File: src/arr_map.vh
`ifndef ARR_MAP_VH
`define ARR_MAP_VH
// ==========================================
// byte addresses
`define ARR_BUS_LO     8'h26
`define ARR_BUS_HI     8'h27
`define ARR_BAT_LO     8'h28
`define ARR_BAT_HI     8'h29
`define ARR_ADP_LO     8'h2a
`define ARR_ADP_HI     8'h2b
`define ARR_SYS_LO     8'h2c
`define ARR_SYS_HI     8'h2d
// ==========================================
// reset values and clamps
`define ARR_RESET_VAL  16'h0000
`define ARR_POS_MAX    16'h7fff
`define ARR_UNMAPPED   8'h00
// ==========================================
// field positions and channel options
`define ARR_SIGN_BIT   15
`define ARR_CLAMP_MASK 4'h9
`endif

File: src/arr_adc_result_registers.v
`timescale 1ns/100ps
`include "arr_map.vh"
// How it works
// - bus voltage is 16-bit, 2 mV step, negative codes clamp to zero.
// - one bus voltage sample stored when bus is present before converter starts.
// - battery current is signed 16-bit, 1 mA step, full range.
// - battery-only/OTG keeps only discharge; charge kept only with valid adapter.
// - adapter current positive forward, negative when flowing back to adapter.
// - adapter current is signed 16-bit, 0.5 mA step, full range.
// - each result is two bytes, low byte even address, high odd.
// - system rail voltage at 2Ch/2Dh, 2 mV step, clamped at zero.
// - battery current at 28h/29h, read only, resets to zero.
// - adapter current at 2Ah/2Bh, read only, resets to zero.
module arr_adc_result_registers (
  input  wire        mclk,
  input  wire        arst_n,
  input  wire        clkEn,
  input  wire        softReset,
  input  wire        busVoltageValid,
  input  wire [15:0] busVoltageSample,
  input  wire        converterRunning,
  input  wire        busPresent,
  input  wire        batteryCurrentValid,
  input  wire [15:0] batteryCurrentSample,
  input  wire        adapterValid,
  input  wire        adapterCurrentValid,
  input  wire [15:0] adapterCurrentSample,
  input  wire        systemRailValid,
  input  wire [15:0] systemRailSample,
  input  wire [7:0]  regAddr,
  input  wire        regRead,
  input  wire        regWrite,
  input  wire [7:0]  regWdata,
  output reg  [7:0]  regRdata
);

  // ==========================================
  // pin synchronisers for status levels
  // pin levels need two enabled edges before they act
  localparam NPIN    = 3;
  localparam PIN_BUS = 0;
  localparam PIN_ADP = 1;
  localparam PIN_RUN = 2;

  wire [NPIN-1:0] pinRaw;
  wire [NPIN-1:0] pinSync;

  assign pinRaw[PIN_BUS] = busPresent;
  assign pinRaw[PIN_ADP] = adapterValid;
  assign pinRaw[PIN_RUN] = converterRunning;

  genvar pin;
  generate
    for (pin = 0; pin < NPIN; pin = pin + 1) begin : g_sync
      reg metaStage;
      reg syncStage;
      always @(posedge mclk or negedge arst_n) begin
        if (!arst_n) begin
          metaStage <= 1'b0;
          syncStage <= 1'b0;
        end else if (clkEn) begin
          metaStage <= pinRaw[pin];
          syncStage <= metaStage;
        end
      end
      // only the second stage is read by logic
      assign pinSync[pin] = syncStage;
    end
  endgenerate

  wire busPresentS   = pinSync[PIN_BUS];
  wire adapterValidS = pinSync[PIN_ADP];
  wire convRunS      = pinSync[PIN_RUN];

  // ==========================================
  // channel numbering
  localparam NCH    = 4;
  localparam CH_BUS = 0;
  localparam CH_BAT = 1;
  localparam CH_ADP = 2;
  localparam CH_SYS = 3;

  // ==========================================
  // channel input bundles
  wire [NCH-1:0]    chValid;
  wire [16*NCH-1:0] chSample;
  wire [NCH-1:0]    chGate;
  wire [NCH-1:0]    chClampLow;
  wire [16*NCH-1:0] chStored;

  assign chValid[CH_BUS] = busVoltageValid;
  assign chValid[CH_BAT] = batteryCurrentValid;
  assign chValid[CH_ADP] = adapterCurrentValid;
  assign chValid[CH_SYS] = systemRailValid;

  assign chSample[16*CH_BUS +: 16] = busVoltageSample;
  assign chSample[16*CH_BAT +: 16] = batteryCurrentSample;
  assign chSample[16*CH_ADP +: 16] = adapterCurrentSample;
  assign chSample[16*CH_SYS +: 16] = systemRailSample;

  // voltages clamp negative codes, currents keep their sign
  assign chClampLow = `ARR_CLAMP_MASK;

  // ==========================================
  // acceptance gates
  reg  noLoadTaken;
  // charge (positive) only kept with a valid adapter
  wire batGate   = adapterValidS || batteryCurrentSample[`ARR_SIGN_BIT];
  // before start-up only the single no-load sample is kept
  wire busGate   = convRunS || (busPresentS && !noLoadTaken);
  wire busAccept = busVoltageValid && busGate;

  assign chGate[CH_BUS] = busGate;
  assign chGate[CH_BAT] = batGate;
  // adapter current keeps every sample, both signs
  assign chGate[CH_ADP] = 1'b1;
  assign chGate[CH_SYS] = 1'b1;

  // ==========================================
  // no-load sample latch, re-armed when the bus leaves
  always @(posedge mclk or negedge arst_n) begin
    if (!arst_n) begin
      noLoadTaken <= 1'b0;
    end else if (clkEn) begin
      if (softReset || !busPresentS)
        noLoadTaken <= 1'b0;
      else if (busAccept && !convRunS)
        noLoadTaken <= 1'b1;
    end
  end

  // ==========================================
  // result storage, one slot per channel
  // soft reset outranks any sample arriving in the same cycle
  genvar ch;
  generate
    for (ch = 0; ch < NCH; ch = ch + 1) begin : g_chan
      reg  [15:0] stored;
      wire [15:0] raw     = chSample[16*ch +: 16];
      wire        isNeg   = raw[`ARR_SIGN_BIT];
      wire [15:0] clamped = (chClampLow[ch] && isNeg) ? `ARR_RESET_VAL : raw;
      wire        take    = chValid[ch] && chGate[ch];

      always @(posedge mclk or negedge arst_n) begin
        if (!arst_n) begin
          stored <= `ARR_RESET_VAL;
        end else if (clkEn) begin
          if (softReset)
            stored <= `ARR_RESET_VAL;
          else if (take)
            stored <= clamped;
        end
      end

      assign chStored[16*ch +: 16] = stored;
    end
  endgenerate

  // ==========================================
  // named result registers
  wire [15:0] bus_voltage_reading     = chStored[16*CH_BUS +: 16];
  wire [15:0] battery_current_reading = chStored[16*CH_BAT +: 16];
  wire [15:0] input_current_reading   = chStored[16*CH_ADP +: 16];
  wire [15:0] system_voltage_reading  = chStored[16*CH_SYS +: 16];

  // ==========================================
  // address decode, one lane per channel
  wire [8*NCH-1:0] laneLoAddr;
  wire [8*NCH-1:0] laneHiAddr;
  wire [NCH-1:0]   laneHit;
  wire [8*NCH-1:0] laneByte;

  assign laneLoAddr[8*CH_BUS +: 8] = `ARR_BUS_LO;
  assign laneLoAddr[8*CH_BAT +: 8] = `ARR_BAT_LO;
  assign laneLoAddr[8*CH_ADP +: 8] = `ARR_ADP_LO;
  assign laneLoAddr[8*CH_SYS +: 8] = `ARR_SYS_LO;
  // high byte sits at the odd address above its low byte
  assign laneHiAddr[8*CH_BUS +: 8] = `ARR_BUS_HI;
  assign laneHiAddr[8*CH_BAT +: 8] = `ARR_BAT_HI;
  assign laneHiAddr[8*CH_ADP +: 8] = `ARR_ADP_HI;
  assign laneHiAddr[8*CH_SYS +: 8] = `ARR_SYS_HI;

  genvar ln;
  generate
    for (ln = 0; ln < NCH; ln = ln + 1) begin : g_lane
      wire [15:0] word  = chStored[16*ln +: 16];
      wire        hitLo = (regAddr == laneLoAddr[8*ln +: 8]);
      wire        hitHi = (regAddr == laneHiAddr[8*ln +: 8]);

      assign laneHit[ln]         = hitLo || hitHi;
      assign laneByte[8*ln +: 8] = hitHi ? word[15:8] : word[7:0];
    end
  endgenerate

  // ==========================================
  // byte read port; unmapped addresses read as zero
  // lanes never overlap, so at most one hit
  reg [7:0] next_regRdata;
  integer   lane;
  always @* begin
    next_regRdata = `ARR_UNMAPPED;
    for (lane = 0; lane < NCH; lane = lane + 1) begin
      if (laneHit[lane])
        next_regRdata = laneByte[8*lane +: 8];
    end
  end

  // ==========================================
  // read data register; writes have no effect
  // holds until the next taken read
  wire readTaken = clkEn && regRead && !regWrite;
  always @(posedge mclk or negedge arst_n) begin
    if (!arst_n)
      regRdata <= `ARR_UNMAPPED;
    else if (readTaken)
      regRdata <= next_regRdata;
  end

endmodule // arr_adc_result_registers

File: config.mk
export PLATFORM = sky130hd
export DESIGN_NAME = arr_adc_result_registers
export DESIGN_NICKNAME = d
export VERILOG_FILES = /design/src/arr_adc_result_registers.v
export VERILOG_INCLUDE_DIRS = /design/src
export SDC_FILE = /design/constraint.sdc
export NUM_CORES = 1
export LEC_CHECK = 0
export ABC_AREA = 1
export BUFFER_PORTS_ARGS = -buffer_cell sky130_fd_sc_hd__buf_4
export CORE_MARGIN = 10
export CORE_UTILIZATION = 50
export DETAILED_ROUTE_END_ITERATION = 6
export PLACE_DENSITY = 0.76
export RECOVER_POWER = 25
export SYNTH_ARGS = -nofsm -noshare
export SYNTH_HDL_FRONTEND = slang
export SYNTH_SLANG_ARGS = --single-unit
export TNS_END_PERCENT = 5
File: constraint.sdc
create_clock -name mclk -period 1.4 [get_ports mclk]
set_input_delay 0.42 -clock mclk [delete_from_list [all_inputs] [get_ports mclk]]
set_output_delay 0.42 -clock mclk [all_outputs]
set_load 0.01 [all_outputs]
==> Yosys cells after proc, flatten, opt, wreduce, memory -nomap -nowiden <==
Cells that the tools add are included.
Widths: inputs -> output; s select.
{ "classes": {"n_eq_ne": 8, "n_mux": 20, "reduce_logical": 27} }
{ "ops": {"columns": ["cell", "count"], "rows": [
  ["$mux 16", 8],
  ["$eq 8x6->1 const B", 8],
  ["$mux 8", 8],
  ["$mux 15", 2],
  ["$reduce_and 2->1", 5],
  ["$reduce_bool 2->1", 5],
  ["$logic_or 1x1->1", 7],
  ["$logic_and 1x1->1", 6],
  ["$logic_not 1->1", 4],
  ["$mux 1", 2]
]} }
{ "totals": {"in_bits": 93, "wordCells": 67, "regBits": 79} }

==> Logic depth before layout (Yosys ltp) <==
Gate-level depths: netlist of the first run.
{ "logic_depth": {"word_depth": 7, "depth_mapped": 10, "depth_no_buf": 10} }

==> Worst setup path before layout of the first run <==
Ideal clock, no wire load.
{ "synth_path": {"path_type": "input to register", "startpoint": "input port regAddr[4]", "endpoint": "register regRdata[1]", "path_stages": 7, "required_ns": 1.279, "setup_ns": 0.121, "n_path_buf": 0, "path_slack_ns": 0.027, "t_arrival_ns": 1.252, "cell_sequence": "inv_1 > nand2_1 > nor2_4 > nand2_1 > o21ai_0 > o21bai_1 > nand2_1"} }
{ "synth_between": {"elab_chain_len": 6} }
{ "synth_rtl": {"columns": ["element", "line", "rtl"], "rows": [
  ["from (decl)", "arr_adc_result_registers.v:30", "input wire [7:0] regAddr,"],
  ["$eq 8x6->1 (on tied branches)", "arr_adc_result_registers.v:188, arr_adc_result_registers.v:187", null],
  ["$mux 8 or $logic_or 1x1->1 (tied branches)", "arr_adc_result_registers.v:191, arr_adc_result_registers.v:190", null],
  ["$mux 8 (3 in a row)", "arr_adc_result_registers.v:203", "if (laneHit[lane])"],
  ["$mux 8 (*)", "arr_adc_result_registers.v:203", null],
  ["to (signal assigned)", "arr_adc_result_registers.v:214", "regRdata <= `ARR_UNMAPPED;"],
  ["to (signal assigned)", "arr_adc_result_registers.v:216", "regRdata <= next_regRdata;"],
  ["to (decl)", "arr_adc_result_registers.v:34", "output reg [7:0] regRdata"]
]} }
Every way passes the cells marked *; elsewhere a longest branch is shown, timed or not.
A chain may end at the register's enable or synchronous reset.

==> Final worst setup path of the first run <==
{ "layout_path": {"startpoint": "register regRdata[1]", "endpoint": "output port regRdata[1]"} }
No word-level cell between the ends.

==> impl_metrics.json, run 1 <==
{
  "status": "finished clean",
  "die_x_um": 107.1,
  "timing.final.ws_setup_ps": 76.59,
  "gp_congestion": 0.8736,
  "fp.dieH_um": 107.1,
  "drive_above_1_share_pct": 25.57,
  "core_area_um2": 7331,
  "synth_top_area_cell": "dfrtp_1",
  "gr-total-overflow": 0,
  "cts_buffers": 9,
  "dp_slack_ps": -222.7,
  "synth.ff_latch_count": 77,
  "synth_area_leaders": "dfrtp_1, nand3_1, nand2_1",
  "hp-class": "in -> reg",
  "syn_nets": 581,
  "ant_nets": 0,
  "routed_wl_um": 10770,
  "skew_ps": 8.197,
  "via_per_inst": 5.217,
  "final_common_cell": "buf_4",
  "clk_pin_slew_ps": 80,
  "cts_num_sinks": 77,
  "crit_chain": "buf_4",
  "n_antenna_cell": 0,
  "hpwl_um": 8498,
  "setup_viol": 0,
  "slowest_stage": "dfrtp_1",
  "power.leakage_nw": 2.643,
  "drc": 0,
  "finalCriticalPeriod_ps": 1323,
  "worst_setup_path_end_kind": "primary output",
  "synth.yosys.warnings": 0,
  "yosysUniqueCellTypes": 23,
  "max_slew_margin_pct": 63.29,
  "critPathMaxFanout": 2,
  "yosys.area.top_type_share_pct": 50.77,
  "synthToLayoutAreaGrowth_pct": 33.93,
  "grt_pass1_wl_um": 17830,
  "io_buffers": 92,
  "clk_latency_ps": 350,
  "fill_cells": 623,
  "crit_path_max_incr_delay_ps": 400,
  "layout.nets": 702,
  "whs_ps": 264.7,
  "hold_viol_final": 0,
  "total_power_mw": 5.467,
  "max_freq_mhz": 755.6,
  "dr_total_vias": 3720,
  "grt_max_degree": 33,
  "syn_inst": 488,
  "drv_cap": 0,
  "r2r_slack_ps": 160,
  "die_area_um2": 11470,
  "drt-wirelength-per-cell_um": 15.10,
  "antenna_found_initial": 0,
  "p_per_area_nw_per_um2": 1076,
  "ys_seq_area_share_pct": 50.77,
  "drv_slew": 0,
  "initial_utilization_pct": 51.77,
  "final.setup.tns_ps": 0,
  "postPlaceCellArea_um2": 4857,
  "path_buf_inv": 1,
  "firstDrtPassIters": 4,
  "start_kind": "register",
  "grt_util_all_layers_pct": 19.26,
  "design_area_um2": 5082,
  "min_period_over_period_pct": 94.53,
  "drt_iter0_markers": 160,
  "clk_path_buf_depth": 2,
  "tightest_slew_ps": 550.7,
  "worst-setup-path-type": "reg -> out",
  "cts_tree": "yes",
  "cp.arrival_ps": 900,
  "syn_area_per_cell_um2": 7.776,
  "syn-cell-area_um2": 3795,
  "placementRows": 31,
  "crit_family": "flip-flops",
  "rsz0062_at_grt": "false",
  "cp.required_ps": 980,
  "io_pins": 101,
  "cts-root-buf": "clkbuf_8",
  "grt_pass1_vias": 3794,
  "vdd_drop_max_v": 0.0006921,
  "cts_htree_levels": 3,
  "final_cell_mix": "buf_4, nand3_1, nand2_1, dfrtp_1, o21ai_0"
}
[timing repair]
item	in CTS	in global routing
setup buffers	0	0
gates resized for setup	0	1
setup endpoints to repair	0	1
hold endpoints to repair	18	0
hold buffers	1	0
[cell usage after synthesis, drive strengths merged]
cell type  instances
buf               13
clkbuf             8
a21oi              7
nor3               2
o21ai             74
inv               54
o21bai             1
a2bb2oi            1
nand2            109
nor2              38
o211ai             1
dfrtp             77
nand3            103
[flip-flops by register name, summed over array words and instances (netlist names)]
name / flops
noLoadTaken: 1
bus_voltage_reading: 15
adapterValidS: 1
busPresentS: 1
g_chan.stored: 31
battery_current_reading: 16
g_sync.metaStage: 3
regRdata: 8
convRunS: 1
[path summary, 6_finish.rpt]
kind,start,end,cells after the start
max,regRdata[1],regRdata[1],1
min,adapterValid,g_sync[1].metaStage,3
max reg2reg,noLoadTaken,bus_voltage_reading[12],6
min reg2reg,adapterValidS,adapterValidS,2
max in group asynchronous,arst_n,g_chan[2].stored[15],3
min in group asynchronous,arst_n,battery_current_reading[6],2
[routing by layer]
metal  track usage [%]  wire length, um
met5                 0                0
met4             6.383              159
met3             4.611              744
met2             31.94             5321
met1             24.04             4543
[cells by family (layout without fill, tap and decap cells)]
| family | Yosys count | count (layout) | synth area share (%) |
|---|---|---|---|
| and+or+nand+nor | 252 | 252 | 29.84 |
| AOI/OAI and AO/OA | 84 | 84 | 11.41 |
| DFF | 77 | 77 | 50.77 |
| buffers and inverters | 75 | 201 | 7.979 |
[final cells by class]
cell class / instances / area (um^2) / area share (%)
Sequential cell: 77 / 1927 / 37.91
Multi-Input combinational cell: 336 / 1568 / 30.85
Timing Repair Buffer: 131 / 1022 / 20.11
Inverter: 54 / 202.7 / 3.988
Clock buffer: 10 / 127.6 / 2.511
Tap cell: 99 / 123.9 / 2.437
Clock inverter: 6 / 111.4 / 2.191
[report_power, final]
part / internal, mW / total [mW] / switching (mW)
Sequential: 2.44 / 2.54 / 0.103
Clock: 1.18 / 2.01 / 0.824
Combinational: 0.426 / 0.914 / 0.489
[per-stage QoR]
step | instances | util (%)
final | 713 | 69.33
after global routing | 713 | 69.33
after CTS | 713 | 69.65
after detailed placement | 696 | 66.26
after global placement | 696 | 66.26
after floorplan | 488 | -
Note: power is estimated with default switching activity, not from simulation.
==> run 2: changes to the inputs <==
- BUFFER_PORTS_ARGS: -buffer_cell sky130_fd_sc_hd__buf_4 -> -buffer_cell sky130_fd_sc_hd__clkbuf_2
==> run 2 against run 1 <==
Compared with the run above:
- maximum frequency increased by 0.21%
- global-route usage decreased by 0.48 points
- clock-buffer cell count unchanged
- worst hold slack got worse by 7.9 ps
- first-iteration DRC count decreased by 8.1%
- critical path type unchanged
- largest cell class unchanged
==> impl_metrics.json, run 2 (same netlist as run 1, synthesis figures left out) <==
{
  "drt-wirelength-per-cell_um": 14.65,
  "post_cts_buffers": 0,
  "rsz0062_at_grt": "false",
  "hpwl_um": 8059,
  "worst_setup_path_end_kind": "primary output",
  "core_area_um2": 7331,
  "skew_ps": 9.524,
  "antenna_found_initial": 0,
  "grt_pass1_vias": 3738,
  "internal_power_mw": 3.652,
  "drv_cap": 0,
  "clk_latency_ps": 360,
  "design_area_um2": 4795,
  "routed_wl_um": 10410,
  "crit_family": "flip-flops",
  "power_frac_seq_pct": 50.1,
  "fp.dieH_um": 107.1,
  "clk_pin_slew_ps": 90,
  "path_buf_inv": 1,
  "cts_resized": 0,
  "drv_slew": 0,
  "clockPowerShare_pct": 33.6,
  "grt_pass1_wl_um": 17570,
  "max_freq_mhz": 757.2,
  "cts_htree_levels": 3,
  "io_pins": 101,
  "placementRows": 31,
  "min_period_over_period_pct": 94.34,
  "firstDrtPassIters": 5,
  "gp_congestion": 0.8599,
  "tightest_slew_ps": 1021,
  "combPwrFrac_pct": 16.3,
  "worst-setup-path-type": "reg -> out",
  "final_cell_mix": "nand3_1, nand2_1, clkbuf_2, dfrtp_1, o21ai_0",
  "p_per_area_nw_per_um2": 1057,
  "total_power_mw": 5.067,
  "power.leakage_nw": 2.572,
  "cts_buffers": 9,
  "largest_reg_flops": 31,
  "hp-class": "in -> reg",
  "crit_path_max_incr_delay_ps": 410,
  "slowest_stage": "dfrtp_1",
  "n_antenna_cell": 0,
  "dr_total_vias": 3605,
  "cts-root-buf": "clkbuf_8",
  "swShare_pct": 27.92,
  "die_area_um2": 11470,
  "switching_power_mw": 1.414,
  "largest_register": "g_chan.stored",
  "drive_above_1_share_pct": 26.14,
  "setup_viol": 0,
  "postPlaceCellArea_um2": 4607,
  "gr-total-overflow": 0,
  "hold_viol_final": 0,
  "drt_iter0_markers": 147,
  "crit_chain": "clkbuf_2",
  "start_kind": "register",
  "ant_nets": 0,
  "placedCellCount": 695,
  "status": "finished clean",
  "die_x_um": 107.1,
  "grt_max_degree": 78,
  "finalNonFillerCells": 711,
  "cts_tree": "yes",
  "max_slew_margin_pct": 31.91,
  "finalCriticalPeriod_ps": 1321,
  "layout.nets": 700,
  "cp.arrival_ps": 900,
  "synthToLayoutAreaGrowth_pct": 26.34,
  "io_buffers": 92,
  "clk_path_buf_depth": 2,
  "cp.required_ps": 980,
  "vdd_drop_max_v": 0.0004989,
  "cts_num_sinks": 77,
  "via_per_inst": 5.070,
  "critPathMaxFanout": 2,
  "cts.hold.buffers_added": 0,
  "drc": 0,
  "grt_util_all_layers_pct": 18.78,
  "initial_utilization_pct": 51.77
}
[run 2: changes by cell type in the layout (fill, tap and decap cells not counted), moves of 2 or more]
cell       delta
bufinv_16     -2
buf_4        -87
clkbuf_1      -5
clkbuf_2     +90
clkinv_2      +2
[run 2: area by class of cell]
class / instances / area [um^2]
Timing Repair Buffer: 129 / 775.7
Tap cell: 99 / 123.9
Clock inverter: 6 / 62.56
Clock buffer: 10 / 137.6
Sequential cell: 77 / 1927
Inverter: 54 / 202.7
Multi-Input combinational cell: 336 / 1565
Fill cell: 647 / 2536
[run 2: power groups by stage]
| stage | combinational [mW] | sequential (mW) | clock, mW |
|---|---|---|---|
| finish | 0.826 | 2.54 | 1.70 |
| global route | 0.945 | 2.56 | 1.81 |
| CTS | 0.838 | 2.54 | 1.72 |
| detailed placement | 0.831 | 2.58 | 0 |
| global placement | 0.806 | 2.57 | 0 |
| floorplan | 0.428 | 2.57 | 0 |
[run 2: path summary, 6_finish.rpt]
check                                    start                    endpoint  slack, ps  cells past startpoint
max                                regRdata[1]                 regRdata[1]         80                      1
min                               adapterValid         g_sync[1].metaStage        260                      3
max reg2reg                        busPresentS     bus_voltage_reading[11]        160                      7
min reg2reg                g_sync[1].metaStage         g_sync[1].metaStage        480                      2
max in group asynchronous               arst_n         g_chan[3].stored[5]        400                      2
min in group asynchronous               arst_n  battery_current_reading[5]        350                      2
[run 2: worst register-to-register path: stages (launching register included)]
cell and delay (ps):
dfrtp_1 360, inv_1 50, o21ai_0 130, nand3_1 130
nand2_2 100, buf_12 160, nand3_1 120, o21ai_0 100
[run 2: per-stage QoR]
step | util (%) | hold WS, ps | setup slack (ps) | TNS (ps)
2_1_floorplan | - | 124.4 | 26.62 | 0
3_3_place_gp | 62.84 | 453.8 | -164.4 | -1208
3_5_place_dp | 62.84 | 458.5 | -181.2 | -1395
4_1_cts | 65.57 | 115.2 | 80.79 | 0
5_1_grt | 65.40 | 270.3 | 2.407 | 0
6_report | 65.40 | 256.8 | 79.31 | 0
[run 2: routing by layer]
| layer | global-route usage, % | vias up | wire, um |
|---|---|---|---|
| met1 | 24.21 | 1648 | 4643 |
| met3 | 4.311 | 16 | 734 |
| li1 | - | 1833 | - |
| met4 | 6.673 | 0 | 161 |
| met2 | 30.19 | 108 | 4874 |
| met5 | 0 | - | 0 |
